==> config.mk <==
export PLATFORM = sky130hd
export DESIGN_NAME = dcr_config
export DESIGN_NICKNAME = d
export VERILOG_FILES = /design/src/pkg/dcr_pkg.sv /design/src/dcr_reg8.sv /design/src/dcr_config.sv
export SDC_FILE = /design/constraint.sdc
export NUM_CORES = 1
export LEC_CHECK = 0
export BUFFER_PORTS_ARGS = -buffer_cell sky130_fd_sc_hd__buf_2
export CORE_MARGIN = 2
export CORE_UTILIZATION = 42
export CTS_BUF_LIST = sky130_fd_sc_hd__clkbuf_8
export CTS_CLUSTER_SIZE = 8
export DETAILED_ROUTE_END_ITERATION = 10
export GPL_TIMING_DRIVEN = 0
export PLACE_DENSITY = 0.72
export SETUP_SLACK_MARGIN = 0.1
export SKIP_CTS_REPAIR_TIMING = 1
export SYNTH_ARGS = -nofsm -noshare
export SYNTH_HDL_FRONTEND = slang
export SYNTH_SLANG_ARGS = --single-unit
==> constraint.sdc <==
create_clock -name CLOCK -period 2.85 [get_ports CLOCK]
set_input_delay 0.57 -clock CLOCK [delete_from_list [all_inputs] [get_ports CLOCK]]
set_output_delay 0.57 -clock CLOCK [all_outputs]
set_load 0.005 [all_outputs]
==> src/pkg/dcr_pkg.sv <==
package dcr_pkg;
  // Register addresses on the internal register port
  localparam logic [7:0] ADDR_RX_CTRL = 8'h1a;
  localparam logic [7:0] ADDR_CAP = 8'h1b;
  localparam logic [7:0] ADDR_VAR_HI = 8'h1c;
  localparam logic [7:0] ADDR_VAR_LO = 8'h1d;
  localparam logic [7:0] ADDR_DIV_CTRL = 8'h1e;
  localparam logic [7:0] ADDR_FRAC_HI = 8'h1f;
  localparam logic [7:0] ADDR_FRAC_MID = 8'h20;
  localparam logic [7:0] ADDR_FRAC_LO = 8'h21;
  localparam logic [7:0] ADDR_INT = 8'h22;
  localparam logic [7:0] ADDR_MOD_HI = 8'h23;
  localparam logic [7:0] ADDR_MOD_MID = 8'h24;
  localparam logic [7:0] ADDR_MOD_LO = 8'h25;

  // Writable bit masks; other positions read zero
  localparam logic [7:0] MASK_RX_CTRL = 8'h02;
  localparam logic [7:0] MASK_FULL = 8'hff;
  localparam logic [7:0] MASK_VAR_LO = 8'hfe;
  localparam logic [7:0] MASK_DIV_CTRL = 8'hf7;
  localparam logic [7:0] MASK_HI_NIBBLE = 8'hf0;
  localparam logic [7:0] MASK_INT = 8'hfc;

  // Reset values
  localparam logic [7:0] RST_RX_CTRL = 8'h00;
  localparam logic [7:0] RST_CAP = 8'h80;
  localparam logic [7:0] RST_VAR_HI = 8'h00;
  localparam logic [7:0] RST_VAR_LO = 8'h00;
  localparam logic [7:0] RST_DIV_CTRL = 8'h30;
  localparam logic [7:0] RST_FRAC_HI = 8'h40;
  localparam logic [7:0] RST_FRAC_MID = 8'h00;
  localparam logic [7:0] RST_FRAC_LO = 8'h00;
  localparam logic [7:0] RST_INT = 8'h40;
  localparam logic [7:0] RST_MOD_HI = 8'h80;
  localparam logic [7:0] RST_MOD_MID = 8'h00;
  localparam logic [7:0] RST_MOD_LO = 8'h00;

  // Field positions
  localparam int BIT_RX_PD_EN = 1;
  localparam int BIT_CAP_AUTO = 7;
  localparam int BIT_VAR_SW = 6;
  localparam int BIT_DOUBLER = 2;
  localparam int BIT_OSC_BYP = 1;
  localparam int BIT_SW_DIV = 7;
  localparam int BIT_SDM_BYP = 6;
  localparam int BIT_SDM_EN = 5;
  localparam int BIT_SEC_EN = 4;
  localparam int BIT_PRBS_DIS = 2;

  // Low-rate input divider codes and strap pattern
  localparam logic [1:0] LR_DIV2 = 2'h2;
  localparam logic [1:0] LR_DIV4 = 2'h3;
  localparam logic [3:0] STRAP_LOW_RATE = 4'hf;

  // Low-rate divider selection as a thermometer-coded ratio code (00, 01, 11)
  typedef enum logic [1:0] {
    DCR_LR_DIV1 = 2'h0,
    DCR_LR_DIV2 = 2'h1,
    DCR_LR_DIV4 = 2'h3
  } dcr_lrdiv_e;
endpackage

==> src/dcr_reg8.sv <==
`timescale 1ns/1ps
// One 8-bit configuration register with per-bit write mask
module dcr_reg8 #(
  parameter logic [7:0] RESET_VALUE = 8'h00,
  parameter logic [7:0] WRITE_MASK = 8'hff
) (
  input wire logic clock,
  input wire logic rst_n,
  input wire logic wr_en,
  input wire logic [7:0] wr_data,
  output logic [7:0] q
);
  logic [7:0] next_q;

  // Masked-off bits hold their reset value forever
  assign next_q = wr_en ? ((wr_data & WRITE_MASK) | (RESET_VALUE & ~WRITE_MASK)) : q;

  // Synchronous reset register
  always_ff @(posedge clock) begin
    if (!rst_n) begin
      q <= RESET_VALUE;
    end else begin
      q <= next_q;
    end
  end
endmodule

==> src/dcr_config.sv <==
`timescale 1ns/1ps
module dcr_config #(
  parameter int CAP_W = 6,
  parameter int VAR_W = 13,
  parameter int FRAC_W = 20,
  parameter int INT_W = 6,
  parameter int MOD_W = 19
) (
  input wire logic CLOCK,
  input wire logic RST_N,
  input wire logic REG_WR,
  input wire logic REG_RD,
  input wire logic [7:0] REG_ADDR,
  input wire logic [7:0] REG_WDATA,
  output logic [7:0] REG_RDATA,
  input wire logic [3:0] PRIMARY_RATE_STRAP,
  input wire logic [3:0] SECONDARY_RATE_STRAP,
  output logic CAP_AUTO,
  output logic [CAP_W-1:0] CAP_CODE,
  output logic VARACTOR_SW,
  output logic [VAR_W-1:0] VARACTOR_WORD,
  output logic DOUBLER_EN,
  output logic OSC_BYPASS,
  output logic PRIMARY_SW_DIVIDE,
  output logic PRIMARY_INTEGER_ONLY,
  output logic PRIMARY_SDM_RUN,
  output logic SECONDARY_RX_POWER_DOWN,
  output logic PRBS_DISABLE,
  output logic LOW_RATE_ACTIVE,
  output logic [1:0] LOW_RATE_DIV,
  output logic signed [FRAC_W-1:0] PRIMARY_FRACTION,
  output logic [INT_W-1:0] PRIMARY_INTEGER_DIVIDE,
  output logic [MOD_W-1:0] PRIMARY_MODULUS
);
  localparam int NREG = 12;

  // Register table: address, reset, mask per entry
  localparam logic [7:0] ADDR_TAB [NREG] = '{
    dcr_pkg::ADDR_RX_CTRL, dcr_pkg::ADDR_CAP, dcr_pkg::ADDR_VAR_HI,
    dcr_pkg::ADDR_VAR_LO, dcr_pkg::ADDR_DIV_CTRL, dcr_pkg::ADDR_FRAC_HI,
    dcr_pkg::ADDR_FRAC_MID, dcr_pkg::ADDR_FRAC_LO, dcr_pkg::ADDR_INT,
    dcr_pkg::ADDR_MOD_HI, dcr_pkg::ADDR_MOD_MID, dcr_pkg::ADDR_MOD_LO};
  localparam logic [7:0] RST_TAB [NREG] = '{
    dcr_pkg::RST_RX_CTRL, dcr_pkg::RST_CAP, dcr_pkg::RST_VAR_HI,
    dcr_pkg::RST_VAR_LO, dcr_pkg::RST_DIV_CTRL, dcr_pkg::RST_FRAC_HI,
    dcr_pkg::RST_FRAC_MID, dcr_pkg::RST_FRAC_LO, dcr_pkg::RST_INT,
    dcr_pkg::RST_MOD_HI, dcr_pkg::RST_MOD_MID, dcr_pkg::RST_MOD_LO};
  localparam logic [7:0] MASK_TAB [NREG] = '{
    dcr_pkg::MASK_RX_CTRL, dcr_pkg::MASK_FULL, dcr_pkg::MASK_FULL,
    dcr_pkg::MASK_VAR_LO, dcr_pkg::MASK_DIV_CTRL, dcr_pkg::MASK_FULL,
    dcr_pkg::MASK_FULL, dcr_pkg::MASK_HI_NIBBLE, dcr_pkg::MASK_INT,
    dcr_pkg::MASK_FULL, dcr_pkg::MASK_FULL, dcr_pkg::MASK_HI_NIBBLE};

  logic [7:0] regs [NREG];
  logic [NREG-1:0] hit;
  logic [7:0] rd_mux [NREG+1];
  logic [3:0] pstrap_s1, pstrap_s2, sstrap_s1, sstrap_s2;
  logic [7:0] r_rx, r_cap, r_vhi, r_vlo, r_ctl, r_fhi, r_fmid, r_flo, r_int, r_mhi, r_mmid;
  logic [7:0] r_mlo;
  logic strap_low_rate;
  logic [1:0] next_lr_div;
  logic [VAR_W-1:0] next_var;
  logic [FRAC_W-1:0] next_frac;
  logic [MOD_W-1:0] next_mod;

  // One register per table entry; masks keep unused bits at zero
  genvar gi;
  generate
    for (gi = 0; gi < NREG; gi++) begin : g_reg
      assign hit[gi] = (REG_ADDR == ADDR_TAB[gi]);
      dcr_reg8 #(
        .RESET_VALUE(RST_TAB[gi]),
        .WRITE_MASK(MASK_TAB[gi])
      ) u_reg (
        .clock(CLOCK),
        .rst_n(RST_N),
        .wr_en(REG_WR && hit[gi]),
        .wr_data(REG_WDATA),
        .q(regs[gi])
      );
      assign rd_mux[gi+1] = rd_mux[gi] | (hit[gi] ? regs[gi] : 8'h00);
    end
  endgenerate
  assign rd_mux[0] = 8'h00;

  // Named views of the table
  assign r_rx = regs[0];
  assign r_cap = regs[1];
  assign r_vhi = regs[2];
  assign r_vlo = regs[3];
  assign r_ctl = regs[4];
  assign r_fhi = regs[5];
  assign r_fmid = regs[6];
  assign r_flo = regs[7];
  assign r_int = regs[8];
  assign r_mhi = regs[9];
  assign r_mmid = regs[10];
  assign r_mlo = regs[11];

  // Field assembly from split registers
  assign next_var = {r_vhi, r_vlo[7:3]};
  assign next_frac = {r_fhi, r_fmid, r_flo[7:4]};
  // Bit 7 of the modulus-high register is kept but never used; software writes zero
  assign next_mod = {r_mhi[6:0], r_mmid, r_mlo[7:4]};

  // Straps are pins, so they are synchronised before any use
  always_ff @(posedge CLOCK) begin
    if (!RST_N) begin
      pstrap_s1 <= 4'h0;
      pstrap_s2 <= 4'h0;
      sstrap_s1 <= 4'h0;
      sstrap_s2 <= 4'h0;
    end else begin
      pstrap_s1 <= PRIMARY_RATE_STRAP;
      pstrap_s2 <= pstrap_s1;
      sstrap_s1 <= SECONDARY_RATE_STRAP;
      sstrap_s2 <= sstrap_s1;
    end
  end

  // Low-rate divider applies only when either strap set is all ones
  assign strap_low_rate = (pstrap_s2 == dcr_pkg::STRAP_LOW_RATE) ||
                          (sstrap_s2 == dcr_pkg::STRAP_LOW_RATE);
  // Codes 00 and 01 both mean divide by one
  assign next_lr_div = !strap_low_rate ? dcr_pkg::DCR_LR_DIV1 :
                       (r_ctl[1:0] == dcr_pkg::LR_DIV4) ? dcr_pkg::DCR_LR_DIV4 :
                       (r_ctl[1:0] == dcr_pkg::LR_DIV2) ? dcr_pkg::DCR_LR_DIV2 :
                       dcr_pkg::DCR_LR_DIV1;

  // Read data registered so the port comes from a flip-flop; unmapped reads zero
  always_ff @(posedge CLOCK) begin
    if (!RST_N) begin
      REG_RDATA <= 8'h00;
    end else if (REG_RD) begin
      REG_RDATA <= rd_mux[NREG];
    end
  end

  // Oscillator controls, registered to give every output a flop
  always_ff @(posedge CLOCK) begin
    if (!RST_N) begin
      CAP_AUTO <= dcr_pkg::RST_CAP[dcr_pkg::BIT_CAP_AUTO];
      CAP_CODE <= '0;
      VARACTOR_SW <= 1'b0;
      VARACTOR_WORD <= '0;
      DOUBLER_EN <= 1'b0;
      OSC_BYPASS <= 1'b0;
    end else begin
      CAP_AUTO <= r_cap[dcr_pkg::BIT_CAP_AUTO];
      CAP_CODE <= r_cap[CAP_W-1:0];
      VARACTOR_SW <= r_cap[dcr_pkg::BIT_VAR_SW];
      VARACTOR_WORD <= next_var;
      DOUBLER_EN <= r_vlo[dcr_pkg::BIT_DOUBLER];
      OSC_BYPASS <= r_vlo[dcr_pkg::BIT_OSC_BYP];
    end
  end

  // Primary divider controls
  always_ff @(posedge CLOCK) begin
    if (!RST_N) begin
      PRIMARY_SW_DIVIDE <= 1'b0;
      PRIMARY_INTEGER_ONLY <= 1'b0;
      PRIMARY_SDM_RUN <= dcr_pkg::RST_DIV_CTRL[dcr_pkg::BIT_SDM_EN];
      SECONDARY_RX_POWER_DOWN <= 1'b0;
      PRBS_DISABLE <= 1'b0;
      LOW_RATE_ACTIVE <= 1'b0;
      LOW_RATE_DIV <= dcr_pkg::DCR_LR_DIV1;
    end else begin
      PRIMARY_SW_DIVIDE <= r_ctl[dcr_pkg::BIT_SW_DIV];
      PRIMARY_INTEGER_ONLY <= r_ctl[dcr_pkg::BIT_SDM_BYP];
      PRIMARY_SDM_RUN <= r_ctl[dcr_pkg::BIT_SDM_EN];
      // Power-down needs the global enable in the receiver control register
      SECONDARY_RX_POWER_DOWN <= !r_ctl[dcr_pkg::BIT_SEC_EN] &&
                                 r_rx[dcr_pkg::BIT_RX_PD_EN];
      PRBS_DISABLE <= r_ctl[dcr_pkg::BIT_PRBS_DIS];
      LOW_RATE_ACTIVE <= strap_low_rate;
      LOW_RATE_DIV <= next_lr_div;
    end
  end

  // Divider values; the fraction is carried as signed twos complement
  always_ff @(posedge CLOCK) begin
    if (!RST_N) begin
      PRIMARY_FRACTION <= $signed({dcr_pkg::RST_FRAC_HI, dcr_pkg::RST_FRAC_MID,
                                   dcr_pkg::RST_FRAC_LO[7:4]});
      PRIMARY_INTEGER_DIVIDE <= dcr_pkg::RST_INT[7:2];
      PRIMARY_MODULUS <= '0;
    end else begin
      PRIMARY_FRACTION <= $signed(next_frac);
      PRIMARY_INTEGER_DIVIDE <= r_int[7:2];
      PRIMARY_MODULUS <= next_mod;
    end
  end
endmodule

=== Yosys cells after proc, flatten, opt, wreduce, memory -nomap -nowiden ===
Index checks and enable logic that the tools add are counted.

* Reductions and logical operators: 16
* Eq/ne operators: 16
* Mux-type cells: 14
* Bitwise logic cells: 11

{| class="wikitable"
|+ Operators by type and width
! operator !! number
|-
| $mux 8 || 11
|-
| $or 8x8->8 || 10
|-
| $eq 8x5->1 const B || 6
|-
| $eq 8x6->1 const B || 6
|-
| $logic_and 1x1->1 || 13
|-
| $eq 4x4->1 const B || 2
|-
| $or 2x8->8 || 1
|-
| $eq 2x2->1 const B || 2
|-
| $mux 2 || 2
|-
| $reduce_and 2->1 || 1
|-
| $logic_not 1->1 || 1
|-
| $logic_or 1x1->1 || 1
|-
| $mux 1 || 1
|}

* Register bits after elaboration: 177
* Bits of input ports: 28

=== Depth between registers and ports, before layout ===
Gate-level depths: netlist of the first run.

* Depth in word-level cells: 13
* Gate-level depth with buffers: 7
* Depth with buffers taken out: 4

=== Hierarchy ===
From an unflattened synthesis of the first run, not the netlist that was laid out.

* Cells, all modules: 635
* Area total of the unflattened synthesis: 6,817.8 µm²

{| class="wikitable"
|+ By module, submodules not included
! module !! area an instance (µm²) !! times used !! cells each
|-
| dcr_config || 3,749.8 || 1 || 368
|-
| dcr_reg8 at g_reg[10].u_reg ... || 301.5 || 3 || 25
|-
| dcr_reg8 at g_reg[1].u_reg ... || 299.0 || 3 || 25
|-
| dcr_reg8 at g_reg[11].u_reg ... || 190.2 || 2 || 18
|-
| dcr_reg8 at g_reg[3].u_reg || 276.5 || 1 || 24
|-
| dcr_reg8 at g_reg[4].u_reg || 271.5 || 1 || 24
|-
| dcr_reg8 at g_reg[8].u_reg || 245.2 || 1 || 22
|-
| dcr_reg8 at g_reg[0].u_reg || 92.6 || 1 || 11
|}

=== Least setup slack after synthesis of the first run ===
OpenSTA, ideal clock, no wires.

* Kind: in2reg
* Start point: input port REG_ADDR[4]
* End point: register REG_RDATA[2]
* Stages: 6
* Arrival time: 2.077 ns
* Buffers on the path: 2
* Path slack: 0.693 ns
* Cells stage by stage: or4b_1 buf_4 or3_1 buf_2 or2_0 a41oi_1

* Cells in the longest elaborated chain, start to end: 13
* Elaborated cells on any way between the ends: 29
* Those cells by class: eq/ne (9); mux (9); bitwise (11)

{| class="wikitable"
|+ Ends and longest elaborated chain
! item !! line !! source
|-
| from (decl) || dcr_config.sv:13 || <nowiki>input wire logic [7:0] REG_ADDR,</nowiki>
|-
| $eq 8x5->1 || dcr_config.sv:70 || <nowiki>assign hit[gi] = (REG_ADDR == ADDR_TAB[gi]);</nowiki>
|-
| $mux 8 || dcr_config.sv:81 || <nowiki>assign rd_mux[gi+1] = rd_mux[gi] | (hit[gi] ? regs[gi] : 8'h00);</nowiki>
|-
| $or 2x8->8 || dcr_config.sv:81 ||
|-
| $or 8x8->8 (8 in series) || dcr_config.sv:81 ||
|-
| $or 8x8->8 (*) (2 in series) || dcr_config.sv:81 ||
|-
| to (signal assigned) || dcr_config.sv:135 || <nowiki>REG_RDATA <= rd_mux[NREG];</nowiki>
|-
| to (decl) || dcr_config.sv:15 || <nowiki>output logic [7:0] REG_RDATA,</nowiki>
|}

Every way passes the cells marked *; elsewhere a longest branch is shown, timed or not.
A chain may end at the register's enable or synchronous reset.

=== Worst setup path after layout of the first run ===
* Start point: input port REG_ADDR[0]
* End point: register REG_RDATA[5]

* Cells in the longest elaborated chain, start to end: 13
* Elaborated cells on any way between the ends: 33
* Those cells by class: eq/ne (11); mux (11); bitwise (11)

{| class="wikitable"
|+ Ends and longest elaborated chain
! item !! line
|-
| $eq 8x5->1 || dcr_config.sv:70
|-
| $mux 8 || dcr_config.sv:81
|-
| $or 2x8->8 || dcr_config.sv:81
|-
| $or 8x8->8 (9 in series) || dcr_config.sv:81
|-
| $or 8x8->8 (*) || dcr_config.sv:81
|}

Marked as above.

==> results.tsv, run 1 <==
metric	value	unit
outcome	completed	
top area cells in the synthesized netlist	dfxtp_1 53%, mux2i_1 13%, and2_1 8.1%	
antenna violations before repair	1	
IO buf count	106	
Final Hold Fails	0	
Final #Nets	769	
Pins Over Slew Limit	0	
chip height	130	microns
Critical Path Fanout Max	10	
FP Rows	45	
H-tree depth	4	
GRT overflow	0	
final core occ	51.3	%
Area Overhead vs Synth	18.2	%
Initial DRC Count	281	
via density per instance	5.01	
RSZ-0062 raised after global routing	no	
sequential element share of the synthesized area	53.3	%
Vias	4831	
synthesized area per cell	10.8	sq um
worst skew pair latency	460	ps
DR WL/cell	18.3	microns
Critical path buffers and inverters	4	
Tot GR Track Use	21.5	%
Sum Neg Setup Slack	0	ps
Crit path required time	3200	ps
syn_nets	644	
die area	16800	sq um
Yosys top cell area share	53.3	%
Hold Slack	316	ps
drt first pass iters	5	
HPWL after DPL	13.0	mm
HP Start	SECONDARY_RATE_STRAP[2]	
top_reg_cell synth	dfxtp_1	
TritonCTS Buffers	17	
drt drc	0	
post-synthesis cell area	6640	sq um
RR Startpoint	g_reg[2].u_reg.q[0]$_SDFFE_PN0P_	
core area	15300	sq um
power density cells	577	nW/um^2
Ant. Diodes	0	
Setup violations, final	0	
Reg clk slew, reported paths	90	ps
largest net degree at the start of global routing	17	
Yosys cell types	48	
peak supply drop	285	uV
relative slew slack	47.3	%
Power Total	4.53	mW
kind of critical path	in -> reg	
fill cell count	1471	
CTS Sinks	177	
vias in the first global route	4772	
slowest stage delay, CP	570	ps
CP cell instances	buf_2 > buf_2 > buf_2 > buf_1 > mux2i_1 > nor3_1 > a211oi_1 > o22ai_1	
Max-Cap Viols	0	
maximum buffer depth of the clock tree	2	
Worst Clk Skew	14.5	ps
CP Data Arrival Time	2570	ps
leak pwr	3.34	nW
final cycle utilization of the critical path	78.2	%
worst hold path type	in -> reg	
#FFs+latches synth	177	
Final ANT Viol Nets	0	
critical path's top delay family	buffers and inverters	
Synth area leader	dfxtp_1	
dpl ws	157	ps
TritonCTS clock tree	done	
Ys Warns	0	
DIE WIDTH	130	microns
critical path's most frequent cell	buf_2	
async set-reset flop share out of synthesis	0	%
Final WS setup	622	ps
clock root cell	clkbuf_8	
Routed WL	17.7	mm
Worst Tran Pin Value	790	ps
Setup crit end kind	flop	
num ports	112	
first-pass GRT wire length	26.7	mm
GPL Wtd Cong	0.944	
crit path launch type	input pin	
slowest stage cell, crit path	buf_1	
Peak Freq	0.449	GHz
Gate Count Post-Synth	616	
minimum clock period	2230	ps
share of cells above drive strength 1	21.5	%
initial core utilization	43.4	%
worst setup path start	REG_ADDR[0]	
Post-synth EDFFs	0	
## per-layer routing
layer  up-vias  track usage, %  wire length, microns
li1       2354               -                     -
met1      2303            27.6                  8040
met2       153            35.9                  8430
met3        21            5.25                   926
met4         0            6.33                   280
met5         -               0                     0
## synth_stat cells, types with 4 or more instances
library cell	n
dfxtp_1	177
o22ai_1	4
nand3b_1	5
inv_1	5
clkbuf_1	36
nor3_1	5
a211oi_1	4
buf_2	6
nor2_1	5
o21ai_0	11
o21bai_1	4
and2_1	86
nor4b_1	8
nand2_1	11
a22oi_1	11
o221a_1	4
o31ai_1	4
mux2i_1	86
nand2b_1	4
nand4_1	5
nand3_1	10
mux2_2	7
nor4_4	4
nor2b_1	73
a31o_2	4
## area by class of cell
cell class                      count  area (sq um)  area share, %
Inverter                            5          18.8          0.239
Clock buffer                       18           248           3.16
Multi-Input combinational cell    388          2900           36.9
Timing Repair Buffer              106           531           6.76
Buffer                             46           184           2.34
Clock inverter                     14           165           2.10
Tap cell                          211           264           3.36
Sequential cell                   177          3540           45.1
## cell families after synthesis
kind of cell | after synthesis | synth area share, %
buffers and inverters | 51 | 3.05
and+or+nand+nor | 236 | 23.0
muxes | 93 | 14.1
AOI/OAI and AO/OA | 59 | 6.48
DFF | 177 | 53.3
## power by group
group | total [mW] | internal (mW) | leakage [nW] | switching [mW]
Sequential | 2.50 | 2.49 | 1.43 | 0.00891
Combinational | 0.236 | 0.0819 | 1.70 | 0.154
Clock | 1.79 | 0.888 | 0.208 | 0.906
Total | 4.53 | 3.46 | 3.34 | 1.07
## cells in the final DEF, fill, tap and decap left out, types with 3 or more instances in the layout
cell type,synthesis,final
o31ai_1,4,4
buf_2,6,112
buf_1,3,3
clkbuf_8,0,18
mux2_2,7,7
nor3b_1,3,3
nand2_1,11,11
nor2_1,5,5
o21bai_1,4,4
a22oi_1,11,11
nand3_1,10,10
o221a_1,4,4
o21ai_0,11,11
nand2b_1,4,4
nor4_4,4,4
nor4b_1,8,8
nor3_1,5,5
nand4_1,5,5
clkinvlp_4,0,3
nand3b_1,5,5
o22ai_1,4,4
a211oi_1,4,4
nor2b_1,73,73
clkbuf_1,36,36
and2_1,86,86
inv_1,5,7
mux2i_1,86,86
bufinv_16,0,3
a31o_2,4,4
dfxtp_1,177,177
## registers in the layout (all words and copies together), names as in the netlist, 2 cells and up
register,cells
g.u_reg.q,77
LOW_RATE_DIV,2
PRIMARY_INTEGER_DIVIDE,6
pstrap_s2,4
sstrap_s2,4
pstrap_s1,4
CAP_CODE,6
REG_RDATA,8
PRIMARY_FRACTION,20
PRIMARY_MODULUS,19
sstrap_s1,4
VARACTOR_WORD,13
## final timing paths
path,cells after the start,endpoint,slack [ps]
setup / recovery,8,REG_RDATA[5]$_SDFFE_PN0P_,620
hold / removal,2,sstrap_s1[2]$_SDFF_PN0_,320
setup reg to reg,4,REG_RDATA[0]$_SDFFE_PN0P_,1410
hold reg to reg,1,sstrap_s2[2]$_SDFF_PN0_,440
## per-stage QoR
| stage | cell area, sq um | std cells |
|---|---|---|
| 2_1_floorplan | 6640 | 616 |
| 3_5_place_dp | 7440 | 933 |
| 3_3_place_gp | 7440 | 933 |
| 4_1_cts | 7850 | 965 |
| 6_report | 7850 | 965 |
| 5_1_grt | 7850 | 965 |
(Power assumes the default switching activity.)
==> inputs of run 2 (changes only) <==
==> constraint.sdc (replaced) <==
create_clock -name CLOCK -period 2.3 [get_ports CLOCK]
set_input_delay 0.46 -clock CLOCK [delete_from_list [all_inputs] [get_ports CLOCK]]
set_output_delay 0.46 -clock CLOCK [all_outputs]
set_load 0.005 [all_outputs]
==> results.tsv, run 2 (synthesized netlist as in run 1, its figures left out) <==
metric	value	unit
outcome	completed	
Area Overhead vs Synth	18.2	%
FP Rows	45	
maximum buffer depth of the clock tree	2	
IO buf count	106	
Reg clk slew, reported paths	90	ps
crit path launch type	input pin	
biggest regs	g.u_reg.q x77, PRIMARY_FRACTION x20, PRIMARY_MODULUS x19	
H-tree depth	4	
R2R depth	4	
commonest non-fill, non-tap cells in the layout	177 x dfxtp_1, 112 x buf_2, 86 x mux2i_1, 86 x and2_1, 73 x nor2b_1	
Tot GR Track Use	21.5	%
Final Hold Fails	0	
num ports	112	
via density per instance	5.01	
Final ANT Viol Nets	0	
HPWL after DPL	13.0	mm
drt drc	0	
CP Data Arrival Time	2360	ps
kind of critical path	in -> reg	
die area	16800	sq um
Reg power frac	55.2	%
DIE WIDTH	130	microns
Net Sw Frac	23.6	%
leak pwr	3.35	nW
Final #Nets	769	
TritonCTS clock tree	done	
Routed WL	17.7	mm
largest net degree at the start of global routing	17	
Setup crit end kind	flop	
power density cells	715	nW/um^2
share of cells above drive strength 1	21.6	%
initial core utilization	43.4	%
Ant. Diodes	0	
core area	15300	sq um
Comb pwr share	5.2	%
HP Start	SECONDARY_RATE_STRAP[2]	
peak supply drop	353	uV
Worst Clk Skew	14.5	ps
DR WL/cell	18.3	microns
non-filler instance count after layout	965	
WHS Path Cells	2	
dpl ws	-283	ps
first-pass GRT wire length	26.7	mm
P_int	4.29	mW
worst skew pair latency	460	ps
Critical Path Fanout Max	10	
RSZ-0062 raised after global routing	no	
Setup violations, final	0	
worst setup path start	REG_ADDR[2]	
vias in the first global route	4772	
Max-Cap Viols	0	
chip height	130	microns
Initial DRC Count	281	
final core occ	51.3	%
Vias	4831	
DP Area	7440	sq um
flip-flop count of the largest register after layout	77	
Reg with most FFs	g.u_reg.q	
worst hold path type	in -> reg	
Inst Count DP	933	
Post-Layout Inst Area	7850	sq um
Crit path required time	2690	ps
Worst Tran Pin Value	790	ps
commonest non-fill, non-tap cell in the layout	dfxtp_1	
GPL Wtd Cong	0.944	
minimum clock period	1980	ps
GRT overflow	0	
CTS Sinks	177	
clock root cell	clkbuf_8	
Final WS setup	324	ps
final cycle utilization of the critical path	85.9	%
switching pwr	1.32	mW
relative slew slack	47.3	%
antenna violations before repair	1	
Pins Over Slew Limit	0	
TritonCTS Buffers	17	
Power Total	5.61	mW
RR Startpoint	g_reg[2].u_reg.q[0]$_SDFFE_PN0P_	
drt first pass iters	5	
Clock power frac	39.6	%
Peak Freq	0.506	GHz
## run 2: changes by cell type in the layout (fill, tap and decap cells not counted)
cell,delta
clkbuf_2,+1
buf_1,-1
## run 2: final cells by class
type / instances / area (sq um)
multi-input combinational: 388 / 2900
buffer: 46 / 185
fill: 1470 / 7460
clock inverter: 14 / 165
clock buffer: 18 / 248
timing repair buffer: 106 / 531
tap: 211 / 264
sequential: 177 / 3540
inverter: 5 / 18.8
## run 2: per-stage QoR
| stage | hold slack (ps) | setup TNS (ps) |
|---|---|---|
| floorplan | 403 | 0 |
| global placement | 417 | -2080 |
| detailed placement | 422 | -2540 |
| CTS | 188 | 0 |
| global route | 183 | 0 |
| finish | 206 | 0 |
## run 2: worst max-delay path: stages
cell      delay, ps
buf_2           150
buf_2           320
clkbuf_1        470
nand3b_1        130
a21boi_0        330
o21ai_0         240
a41oi_1         260
## run 2: worst paths after layout
| check | endpoint | slack, ps |
|---|---|---|
| min reg2reg | sstrap_s2[2]$_SDFF_PN0_ | 440 |
| min | sstrap_s1[2]$_SDFF_PN0_ | 210 |
| max | REG_RDATA[0]$_SDFFE_PN0P_ | 320 |
| max reg2reg | REG_RDATA[0]$_SDFFE_PN0P_ | 860 |
## run 2: power by group through the flow
stage / registers, mW / logic, mW / clock network, mW
after floorplan: 3.16 / 0.169 / 0
after global placement: 3.17 / 0.285 / 0
after detailed placement: 3.17 / 0.290 / 0
after CTS: 3.10 / 0.291 / 2.26
after global routing: 3.10 / 0.315 / 2.37
final: 3.10 / 0.292 / 2.22
## run 2: routing by layer
metal | routed length (microns) | vias up | track usage, %
met5 | 0 | - | 0
met4 | 280 | 0 | 6.33
met3 | 926 | 21 | 5.25
met2 | 8430 | 153 | 35.9
met1 | 8040 | 2303 | 27.6
li1 | - | 2354 | -
